## src/design/mtcpc_pkg.sv

```systemverilog
// Shared constants and types for the minute time code pulse codec
package mtcpc_pkg;

  // Clock rate and the millisecond time base
  localparam int unsigned CLK_HZ          = 200_000_000;
  localparam int unsigned TICK_PERIOD_US  = 1000;
  localparam int unsigned TICK_CYCLES     = (CLK_HZ / 1_000_000) * TICK_PERIOD_US;

  // Millisecond figures within one second, plus the minute gap
  localparam int          MS_W            = 11;
  localparam logic [10:0] SEC_LAST_MS     = 11'h3e7;  // 999 ms
  localparam logic [10:0] ZERO_WIDTH_MS   = 11'h064;  // 100 ms
  localparam logic [10:0] ONE_WIDTH_MS    = 11'h0c8;  // 200 ms
  localparam logic [10:0] SPLIT_WIDTH_MS  = 11'h096;  // 150 ms
  localparam logic [10:0] MINUTE_GAP_MS   = 11'h5dc;  // 1500 ms
  localparam logic [10:0] MS_SAT          = 11'h7ff;

  // Seconds and frame
  localparam int          FRAME_BITS      = 59;
  localparam logic [5:0]  SEC_GAP         = 6'h3b;    // 59
  localparam logic [5:0]  IDX_SAT         = 6'h3f;

  // Bit positions in the minute frame
  localparam int POS_MARK      = 0;
  localparam int POS_STANDBY   = 15;
  localparam int POS_CHANGE    = 16;
  localparam int POS_ZONE1     = 17;
  localparam int POS_ZONE2     = 18;
  localparam int POS_LEAP      = 19;
  localparam int POS_START     = 20;
  localparam int POS_MIN       = 21;
  localparam int POS_MIN_CHK   = 28;
  localparam int POS_HOUR      = 29;
  localparam int POS_HOUR_CHK  = 35;
  localparam int POS_DATE      = 36;
  localparam int POS_DATE_CHK  = 58;
  localparam int DATE_BITS     = 22;

  // Hour arithmetic
  localparam logic [4:0]  STD_OFFSET_H    = 5'h01;
  localparam logic [4:0]  HOURS_PER_DAY   = 5'h18;
  localparam logic [5:0]  HOURS_PER_DAY6  = 6'h18;

  // BCD time and date of one minute; date fields sit low to high as day..year
  typedef struct packed {
    logic [7:0] year;
    logic [4:0] month;
    logic [2:0] wday;
    logic [5:0] day;
    logic [5:0] hour;
    logic [6:0] minute;
  } mtcpc_time_type;

  typedef struct packed {
    logic standby;
    logic change;
    logic summer;
    logic leap;
  } mtcpc_flags_type;

  typedef enum logic [0:0] {
    MTCPC_IDLE = 1'b0,
    MTCPC_RUN  = 1'b1
  } mtcpc_enc_state_type;

endpackage

```

## src/design/mtcpc_tick.sv

```systemverilog
// Millisecond enable divider
`timescale 1ns/1ps
`default_nettype none
module mtcpc_tick #(
  parameter int unsigned DIV = mtcpc_pkg::TICK_CYCLES
) (
  input  wire logic i_mclk,
  input  wire logic i_rst_n,
  input  wire logic i_run,
  output logic      o_tick
);
  // A divide of one still needs a one-bit counter
  localparam int CW = (DIV > 1) ? $clog2(DIV) : 1;

  typedef struct packed {
    logic [CW-1:0] cnt;
    logic          tick;
  } mtcpc_tick_state_type;

  mtcpc_tick_state_type s;
  mtcpc_tick_state_type next_s;

  always_comb begin
    next_s      = s;
    next_s.tick = 1'b0;
    if (!i_run) begin
      next_s.cnt = '0;
    end else if (s.cnt == CW'(DIV - 1)) begin
      next_s.cnt  = '0;
      next_s.tick = 1'b1;
    end else begin
      next_s.cnt = CW'(s.cnt + 1'b1);
    end
  end

  always_ff @(posedge i_mclk or negedge i_rst_n) begin
    if (!i_rst_n) begin
      s <= '0;
    end else begin
      s <= next_s;
    end
  end

  assign o_tick = s.tick;
endmodule
`default_nettype wire

```

## src/design/mtcpc_even_parity.sv

```systemverilog
// Even parity over a group of bits
`timescale 1ns/1ps
`default_nettype none
module mtcpc_even_parity #(
  parameter int W = 7
) (
  input  wire logic [W-1:0] i_bits,
  output logic              o_parity
);
  // Parity bit that makes the group plus itself hold an even count of ones
  assign o_parity = ^i_bits;
endmodule
`default_nettype wire

```

## src/design/mtcpc_codec.sv

```systemverilog
// Minute time code pulse encoder and decoder
`timescale 1ns/1ps
`default_nettype none
module mtcpc_codec #(
  parameter int unsigned TICK_CYCLES = mtcpc_pkg::TICK_CYCLES
) (
  input  wire logic                       i_mclk,
  input  wire logic                       i_rst_n,
  input  wire logic                       i_pulse_active_high,
  input  wire logic                       i_enc_enable,
  input  wire mtcpc_pkg::mtcpc_time_type  i_enc_time,
  input  wire mtcpc_pkg::mtcpc_flags_type i_enc_flags,
  output logic                            o_enc_line,
  output logic [5:0]                      o_enc_second,
  output logic                            o_enc_minute_load,
  input  wire logic                       i_dec_enable,
  input  wire logic                       i_dec_line,
  input  wire logic [4:0]                 i_utc_offset,
  output mtcpc_pkg::mtcpc_time_type       o_dec_time,
  output mtcpc_pkg::mtcpc_flags_type      o_dec_flags,
  output logic [4:0]                      o_dec_utc_hour,
  output logic                            o_dec_utc_day_back,
  output logic                            o_dec_valid,
  output logic                            o_dec_error,
  output logic [2:0]                      o_dec_check_fail,
  output logic                            o_dec_bit_strobe,
  output logic                            o_dec_bit
);

  typedef struct packed {
    mtcpc_pkg::mtcpc_enc_state_type enc_state;
    logic [5:0]                     enc_sec;
    logic [10:0]                    enc_ms;
    logic [58:0]                    enc_frame;
    logic                           enc_line;
    logic                           enc_load;
    logic [1:0]                     dec_sync;
    logic [2:0]                     dec_armed;
    logic                           dec_prev;
    logic [10:0]                    dec_width;
    logic [10:0]                    dec_gap;
    logic [5:0]                     dec_idx;
    logic [58:0]                    dec_bits;
    mtcpc_pkg::mtcpc_time_type      dec_time;
    mtcpc_pkg::mtcpc_flags_type     dec_flags;
    logic [4:0]                     dec_utc_hour;
    logic                           dec_day_back;
    logic                           dec_valid;
    logic                           dec_error;
    logic [2:0]                     dec_fail;
    logic                           dec_bit_strobe;
    logic                           dec_bit;
  } mtcpc_codec_state_type;

  mtcpc_codec_state_type s;
  mtcpc_codec_state_type next_s;

  logic        tick;
  logic [4:0]  enc_utc_bin;
  logic [5:0]  enc_local_hour;
  logic [21:0] enc_date;
  logic [2:0]  enc_chk;
  logic [58:0] enc_new_frame;
  logic [2:0]  dec_chk;

  // Hour fields only: the tens digit never passes 2
  function automatic logic [4:0] bcd_to_bin(input logic [5:0] b);
    return ({3'h0, b[5:4]} * 5'h0a) + {1'b0, b[3:0]};
  endfunction

  function automatic logic [5:0] bin_to_bcd(input logic [4:0] v);
    logic [4:0] r;
    r = 5'h00;
    if (v >= 5'h14) begin
      r = v - 5'h14;
      return {2'h2, r[3:0]};
    end else if (v >= 5'h0a) begin
      r = v - 5'h0a;
      return {2'h1, r[3:0]};
    end
    return {2'h0, v[3:0]};
  endfunction

  // One shared millisecond base; both halves count whole milliseconds
  mtcpc_tick #(
    .DIV (TICK_CYCLES)
  ) u_tick (
    .i_mclk  (i_mclk),
    .i_rst_n (i_rst_n),
    .i_run   (i_enc_enable | i_dec_enable),
    .o_tick  (tick)
  );

  // Local hour from UTC: standard offset, one more hour in summer
  always_comb begin
    logic [4:0] sum;
    sum         = 5'h00;
    enc_utc_bin = bcd_to_bin(i_enc_time.hour);
    sum         = enc_utc_bin + mtcpc_pkg::STD_OFFSET_H + {4'h0, i_enc_flags.summer};
    if (sum >= mtcpc_pkg::HOURS_PER_DAY) begin
      sum = sum - mtcpc_pkg::HOURS_PER_DAY;
    end
    enc_local_hour = bin_to_bcd(sum);
  end

  // Date group in frame order: day, weekday, month, year
  assign enc_date = {i_enc_time.year, i_enc_time.month, i_enc_time.wday, i_enc_time.day};

  mtcpc_even_parity #(.W(7)) u_enc_min_chk (
    .i_bits   (i_enc_time.minute),
    .o_parity (enc_chk[0])
  );
  mtcpc_even_parity #(.W(6)) u_enc_hour_chk (
    .i_bits   (enc_local_hour),
    .o_parity (enc_chk[1])
  );
  mtcpc_even_parity #(.W(mtcpc_pkg::DATE_BITS)) u_enc_date_chk (
    .i_bits   (enc_date),
    .o_parity (enc_chk[2])
  );

  // Frame for the coming minute
  always_comb begin
    enc_new_frame                              = '0;
    enc_new_frame[mtcpc_pkg::POS_MARK]         = 1'b0;
    enc_new_frame[mtcpc_pkg::POS_STANDBY]      = i_enc_flags.standby;
    enc_new_frame[mtcpc_pkg::POS_CHANGE]       = i_enc_flags.change;
    enc_new_frame[mtcpc_pkg::POS_ZONE1]        = i_enc_flags.summer;
    enc_new_frame[mtcpc_pkg::POS_ZONE2]        = ~i_enc_flags.summer;
    enc_new_frame[mtcpc_pkg::POS_LEAP]         = i_enc_flags.leap;
    enc_new_frame[mtcpc_pkg::POS_START]        = 1'b1;
    enc_new_frame[mtcpc_pkg::POS_MIN +: 7]     = i_enc_time.minute;
    enc_new_frame[mtcpc_pkg::POS_MIN_CHK]      = enc_chk[0];
    enc_new_frame[mtcpc_pkg::POS_HOUR +: 6]    = enc_local_hour;
    enc_new_frame[mtcpc_pkg::POS_HOUR_CHK]     = enc_chk[1];
    enc_new_frame[mtcpc_pkg::POS_DATE +: 22]   = enc_date;
    enc_new_frame[mtcpc_pkg::POS_DATE_CHK]     = enc_chk[2];
  end

  // Parity of the collected bits; only read at the minute mark
  mtcpc_even_parity #(.W(7)) u_dec_min_chk (
    .i_bits   (s.dec_bits[mtcpc_pkg::POS_MIN +: 7]),
    .o_parity (dec_chk[0])
  );
  mtcpc_even_parity #(.W(6)) u_dec_hour_chk (
    .i_bits   (s.dec_bits[mtcpc_pkg::POS_HOUR +: 6]),
    .o_parity (dec_chk[1])
  );
  mtcpc_even_parity #(.W(mtcpc_pkg::DATE_BITS)) u_dec_date_chk (
    .i_bits   (s.dec_bits[mtcpc_pkg::POS_DATE +: 22]),
    .o_parity (dec_chk[2])
  );

  always_comb begin
    logic        active_out;
    logic        active_in;
    logic [10:0] width;
    logic [2:0]  fail;
    logic [4:0]  loc;
    logic [5:0]  utc6;
    active_out = 1'b0;
    active_in  = 1'b0;
    width      = mtcpc_pkg::ZERO_WIDTH_MS;
    fail       = 3'h0;
    loc        = 5'h00;
    utc6       = 6'h00;
    next_s     = s;
    next_s.enc_load       = 1'b0;
    next_s.dec_valid      = 1'b0;
    next_s.dec_error      = 1'b0;
    next_s.dec_bit_strobe = 1'b0;

    // Encoder
    unique case (s.enc_state)
      mtcpc_pkg::MTCPC_IDLE: begin
        next_s.enc_sec   = 6'h00;
        next_s.enc_ms    = 11'h000;
        next_s.enc_frame = enc_new_frame;
        if (i_enc_enable) begin
          // Starting at second 0 keeps the first frame whole
          next_s.enc_state = mtcpc_pkg::MTCPC_RUN;
          next_s.enc_load  = 1'b1;
        end
      end
      mtcpc_pkg::MTCPC_RUN: begin
        if (!i_enc_enable) begin
          next_s.enc_state = mtcpc_pkg::MTCPC_IDLE;
        end else if (tick) begin
          if (s.enc_ms == mtcpc_pkg::SEC_LAST_MS) begin
            next_s.enc_ms = 11'h000;
            if (s.enc_sec == mtcpc_pkg::SEC_GAP) begin
              // While running, new time is taken only at the minute wrap
              next_s.enc_sec   = 6'h00;
              next_s.enc_frame = enc_new_frame;
              next_s.enc_load  = 1'b1;
            end else begin
              next_s.enc_sec = s.enc_sec + 6'h01;
            end
          end else begin
            next_s.enc_ms = s.enc_ms + 11'h001;
          end
        end
      end
    endcase

    // Width judged from the next-state frame and second so the line and the second move together
    if ((next_s.enc_sec != mtcpc_pkg::SEC_GAP)
        && (next_s.enc_sec < 6'(mtcpc_pkg::FRAME_BITS))) begin
      width = next_s.enc_frame[next_s.enc_sec] ? mtcpc_pkg::ONE_WIDTH_MS
                                               : mtcpc_pkg::ZERO_WIDTH_MS;
    end
    active_out = (next_s.enc_state == mtcpc_pkg::MTCPC_RUN)
                 && (next_s.enc_sec != mtcpc_pkg::SEC_GAP)
                 && (next_s.enc_ms < width);
    next_s.enc_line = i_pulse_active_high ? active_out : ~active_out;

    // Decoder: two flip-flops before the line is looked at
    next_s.dec_sync = {s.dec_sync[0], i_dec_line};
    active_in       = i_pulse_active_high ? s.dec_sync[1] : ~s.dec_sync[1];
    next_s.dec_prev = active_in;
    // Sync flops reset low, a pulse under low polarity: no edges until they are filled
    next_s.dec_armed = {s.dec_armed[1:0], 1'b1};

    if (!i_dec_enable) begin
      next_s.dec_idx   = mtcpc_pkg::IDX_SAT;
      next_s.dec_width = 11'h000;
      next_s.dec_gap   = 11'h000;
    end else begin
      if (tick) begin
        if (active_in && (s.dec_width != mtcpc_pkg::MS_SAT)) begin
          next_s.dec_width = s.dec_width + 11'h001;
        end
        if (!active_in && (s.dec_gap != mtcpc_pkg::MS_SAT)) begin
          next_s.dec_gap = s.dec_gap + 11'h001;
        end
      end
      if (active_in && !s.dec_prev && s.dec_armed[2]) begin
        next_s.dec_width = 11'h000;
        next_s.dec_gap   = 11'h000;
        // A missing pulse means this edge opens a new minute
        if (s.dec_gap >= mtcpc_pkg::MINUTE_GAP_MS) begin
          next_s.dec_idx = 6'h00;
          if (s.dec_idx == 6'(mtcpc_pkg::FRAME_BITS)) begin
            fail[0] = dec_chk[0] != s.dec_bits[mtcpc_pkg::POS_MIN_CHK];
            fail[1] = dec_chk[1] != s.dec_bits[mtcpc_pkg::POS_HOUR_CHK];
            fail[2] = dec_chk[2] != s.dec_bits[mtcpc_pkg::POS_DATE_CHK];
            next_s.dec_fail = fail;
            if ((fail == 3'h0) && s.dec_bits[mtcpc_pkg::POS_START]
                && !s.dec_bits[mtcpc_pkg::POS_MARK]) begin
              next_s.dec_valid          = 1'b1;
              next_s.dec_time.minute    = s.dec_bits[mtcpc_pkg::POS_MIN +: 7];
              next_s.dec_time.hour      = s.dec_bits[mtcpc_pkg::POS_HOUR +: 6];
              {next_s.dec_time.year, next_s.dec_time.month,
               next_s.dec_time.wday, next_s.dec_time.day}
                = s.dec_bits[mtcpc_pkg::POS_DATE +: 22];
              next_s.dec_flags.standby  = s.dec_bits[mtcpc_pkg::POS_STANDBY];
              next_s.dec_flags.change   = s.dec_bits[mtcpc_pkg::POS_CHANGE];
              next_s.dec_flags.summer   = s.dec_bits[mtcpc_pkg::POS_ZONE1];
              next_s.dec_flags.leap     = s.dec_bits[mtcpc_pkg::POS_LEAP];
              // UTC: back off the offset, one hour more in summer
              loc  = bcd_to_bin(s.dec_bits[mtcpc_pkg::POS_HOUR +: 6]);
              utc6 = {1'b0, loc} + mtcpc_pkg::HOURS_PER_DAY6 - {1'b0, i_utc_offset}
                     - {5'h00, s.dec_bits[mtcpc_pkg::POS_ZONE1]};
              if (utc6 >= mtcpc_pkg::HOURS_PER_DAY6) begin
                next_s.dec_utc_hour = 5'(utc6 - mtcpc_pkg::HOURS_PER_DAY6);
                next_s.dec_day_back = 1'b0;
              end else begin
                next_s.dec_utc_hour = utc6[4:0];
                next_s.dec_day_back = 1'b1;
              end
            end else begin
              next_s.dec_error = 1'b1;
            end
          end else if (s.dec_idx != mtcpc_pkg::IDX_SAT) begin
            // Wrong bit count: frame dropped; an out-of-step counter only resyncs
            next_s.dec_error = 1'b1;
            next_s.dec_fail  = 3'h0;
          end
        end
      end
      // No glitch filter: a spike on the line reads as a short pulse
      if (!active_in && s.dec_prev && s.dec_armed[2]) begin
        next_s.dec_bit        = s.dec_width >= mtcpc_pkg::SPLIT_WIDTH_MS;
        next_s.dec_bit_strobe = 1'b1;
        if (s.dec_idx < 6'(mtcpc_pkg::FRAME_BITS)) begin
          next_s.dec_bits[s.dec_idx] = s.dec_width >= mtcpc_pkg::SPLIT_WIDTH_MS;
        end
        if (s.dec_idx != mtcpc_pkg::IDX_SAT) begin
          next_s.dec_idx = s.dec_idx + 6'h01;
        end
      end
    end
  end

  always_ff @(posedge i_mclk or negedge i_rst_n) begin
    if (!i_rst_n) begin
      // Bit counter starts out of step, so the first minute only synchronises
      s         <= '0;
      s.dec_idx <= mtcpc_pkg::IDX_SAT;
    end else begin
      s <= next_s;
    end
  end

  // Every output comes straight from the state register
  assign o_enc_line         = s.enc_line;
  assign o_enc_second       = s.enc_sec;
  assign o_enc_minute_load  = s.enc_load;
  assign o_dec_time         = s.dec_time;
  assign o_dec_flags        = s.dec_flags;
  assign o_dec_utc_hour     = s.dec_utc_hour;
  assign o_dec_utc_day_back = s.dec_day_back;
  assign o_dec_valid        = s.dec_valid;
  assign o_dec_error        = s.dec_error;
  assign o_dec_check_fail   = s.dec_fail;
  assign o_dec_bit_strobe   = s.dec_bit_strobe;
  assign o_dec_bit          = s.dec_bit;
endmodule
`default_nettype wire

```

## config.mk

```make
export PLATFORM = sky130hd
export DESIGN_NAME = mtcpc_codec
export DESIGN_NICKNAME = d
export VERILOG_FILES = /design/src/design/mtcpc_pkg.sv /design/src/design/mtcpc_tick.sv /design/src/design/mtcpc_even_parity.sv /design/src/design/mtcpc_codec.sv
export SDC_FILE = /design/constraint.sdc
export NUM_CORES = 1
export LEC_CHECK = 0
export CAP_MARGIN = 30
export CELL_PAD_IN_SITES_DETAIL_PLACEMENT = 0
export CELL_PAD_IN_SITES_GLOBAL_PLACEMENT = 1
export CORE_ASPECT_RATIO = 1.5
export CORE_MARGIN = 4
export CORE_UTILIZATION = 50
export CTS_CLUSTER_SIZE = 10
export DETAILED_ROUTE_END_ITERATION = 7
export DONT_BUFFER_PORTS = 1
export GPL_TIMING_DRIVEN = 0
export PLACE_DENSITY_LB_ADDON = 0.1
export SLEW_MARGIN = 20
export SYNTH_ARGS = -nofsm -noshare
export SYNTH_HDL_FRONTEND = slang
export SYNTH_SLANG_ARGS = --single-unit
```

## constraint.sdc

```tcl
create_clock -name i_mclk -period 5.55 [get_ports i_mclk]
set_input_delay 0.2775 -clock i_mclk [delete_from_list [all_inputs] [get_ports i_mclk]]
set_output_delay 0.2775 -clock i_mclk [all_outputs]
set_load 0.01 [all_outputs]
```

==> flow_summary_export.csv <==
group,metric,value,unit
run_status,status,"finished, final reports clean",
sta,max_freq,194,MHz
synth,yosysWarnings,0,
layout,n_antenna_cell,0,
sta,period_minus_slack,5150,ps
sta,hold_viol_final,0,
power,p_total,3.71,mW
placed_design,dp_hpwl,21.9,mm
floorplanning,rows,70,
floorplanning,die_area,27500,um^2
grt,grt_pass1_vias,9752,
power,p_leak,6.64,nW
sta,tns,0,ps
route,vias,9330,
route,wl,30.3,mm
clock_network,numCtsBuffers,26,
grt,overflow,0,
setup_path,reg2reg_from,"o_enc_second[1]$_DFF_PN0_",
sta,finalMaxSlewViolations,0,
clock_network,cts_buffer_depth,3,
sta,finalCritPeriodShare,92.8,%
synth,async_flop_share,100,%
layout,drive_gt1_share,12.1,%
synth,avgSynthCellArea,9.31,um^2
synth,synthMostInstantiatedCell,"nand2_1",
route,post_drt_wl_per_cell,17.5,um
synth,synthTopCellsByCount,"308 x nand2_1, 222 x dfrtp_1, 116 x nor2_1, 81 x xnor2_1, 54 x buf_4",
synth,syn_nets,1419,
route,drcViolationCount,0,
setup_path,reg2reg_depth,20,
layout,final_core_util,57.4,%
layout,synthToLayoutAreaGrowth,12.6,%
grt,grtUsageTotal,22.5,%
setup_path,worstSetupStartpointType,"input pin",
route,drtAntennaViolNets,0,
clock_network,clkLatencyLatePin,520,ps
hold_path,hold_path_depth,2,
synth,yosysSeqAreaShare,45.9,%
power,max-vdd-ir-drop,0.197,mV
synth,synth.distinct_cells,87,
hold_path,hold_class,"in -> reg",
sta,worst_pin_slew,848,ps
setup_path,cp_max_fo,7,
sta,final.setup.worst_slack,401,ps
setup_path,r2r_slack,480,ps
grt,grt_max_degree,229,
floorplanning,core-area,24400,um^2
synth,synthFlopType,"dfrtp_1",
run,cap_viol_max_count,0,
synth,synth_edf_count,0,
clock_network,clkTransAtPathRegs,50,ps
sta,whs,23.2,ps
power,powerDensity,265,nW/um^2
route,drtPass1Iterations,7,
placed_design,place_inst,1662,
synth,synth_area,12500,um^2
placed_design,pre_cts_slack,195,ps
placed_design,portBuffers,0,
setup_path,cp-end-kind,"flip-flop",
floorplanning,initial_core_util,51.0,%
hold_path,min_from,"i_utc_offset[0]",
route,via_per_inst,5.37,
clock_network,clock-root-buffer,"clkbuf_16",
synth,synth.area.top_cells,"dfrtp_1 45%, nand2_1 9.3%, xnor2_1 5.7%",
floorplanning,die_x,137,um
floorplanning,ios,110,
floorplanning,die_h,201,um
sta,setup_violations,0,
synth,syn_inst,1337,
sta,rsz0062_at_grt,"no",
hold_path,whs_endpoint,"o_dec_utc_hour[0]$_DFFE_PN0P_",
sta,fin_skew,8.23,ps
synth,yosysTopAreaCell,"dfrtp_1",
setup_path,rr_endpoint,"o_enc_line$_DFF_PN0_",
layout,finalInstanceArea,14000,um^2
placed_design,gp_congestion,0.859,
layout,final_cells,1738,
clock_network,postCtsSetupBuffers,0,
grt,antenna_found_initial,0,
setup_path,cp.arrival,5530,ps
synth,synth_seq_cells,228,
setup_path,cp.required,5930,ps
clock_network,cts_tree,"yes",
grt,grt_pass1_wl,50.2,mm
sta,max-slew-margin-rel,43.0,%
synth,synth_top_area_share,44.6,%
clock_network,htree_levels,1,
clock_network,clkSinkCount,228,
layout,nets,1487,
route,drt-initial-drc-count,408,
placed_design,dpl_cell_area,12900,um^2
setup_path,critical_path_class,"in -> reg",
==> per-layer routing <==
metal	part of all wire (%)	routed length, um	track usage, %	up-vias
met5	0	0	0	-
met4	4.3	1310	8.95	0
met3	4.1	1250	2.90	81
met2	52	15900	41.2	218
met1	39	11900	26.3	4457
li1	-	-	-	4574
==> timing repair <==
item                                    4_1_cts  5_1_grt
hold endpoints to repair                    268        0
gates resized for setup                       0        1
hold buffers                                 38        0
endpoints found under the setup margin        0        1
==> worst max path at each step <==
| stage | cells after the start | startpoint | to | slack [ps] |
|---|---|---|---|---|
| after global placement | 20 | o_enc_second[1]$_DFF_PN0_ | o_enc_line$_DFF_PN0_ | 190 |
| after CTS | 20 | o_enc_second[1]$_DFF_PN0_ | o_enc_line$_DFF_PN0_ | 160 |
| after global routing | 23 | i_enc_flags[1] | o_enc_line$_DFF_PN0_ | 100 |
| final | 21 | i_enc_flags[1] | o_enc_line$_DFF_PN0_ | 400 |
| after floorplan | 20 | i_enc_time[7] | o_enc_line$_DFF_PN0_ | 1220 |
| after detailed placement | 20 | o_enc_second[1]$_DFF_PN0_ | o_enc_line$_DFF_PN0_ | 190 |
==> logic make-up after synthesis <==
logic type | after synthesis | synth area share [%]
fa+ha+maj | 32 | 3.58
simple gates | 590 | 21.5
buf+inv | 145 | 6.11
compound gates | 160 | 8.80
xor+xnor | 121 | 8.51
flops | 228 | 45.9
other cells | 1 | 0.0301
mux | 60 | 5.60
==> placed cells by master, fill, tap and decap left out, types with 12 or more instances in the layout <==
cell             n
buf_4           54
and2_1          19
dfrtp_1        222
a21oi_1         33
mux2_2          44
nor2_1         116
xnor2_1         81
nand2_1        308
xor2_1          40
o21ai_0         36
clkbuf_16       27
inv_1           41
and3_1          14
nand3_1         35
dlygate4sd3_1   37
clkbuf_1        49
ha_1            26
nor3_1          19
nand4_1         12
==> layout make-up <==
class                   count  area [um^2]
fillers                  2228        10400
repair buffers             40          430
multi-input cells         964         5980
well taps                 324          405
clock buffers              37          723
flip-flops and latches    228         5710
plain buffers             101          596
inverters                  44          165
==> critical path, stage by stage <==
cell	delay, ps
dlygate4sd3_1	540
inv_1	60
ha_1	200
fa_1	410
nand2b_1	160
a21oi_1	150
xor2_1	440
ha_1	370
nor3_1	280
a22oi_1	120
o211ai_1	160
o21ai_1	150
a31oi_1	320
o2111ai_1	220
a21o_1	260
ha_1	290
nor2b_1	140
o2111ai_1	170
o311ai_0	250
a2111oi_1	500
a211oi_2	70
==> power breakdown <==
group | internal [mW] | switching (mW)
Clock | 0.886 | 0.643
Combinational | 0.180 | 0.234
Sequential | 1.73 | 0.0406
No activity file was read; power rests on OpenSTA's default activity.
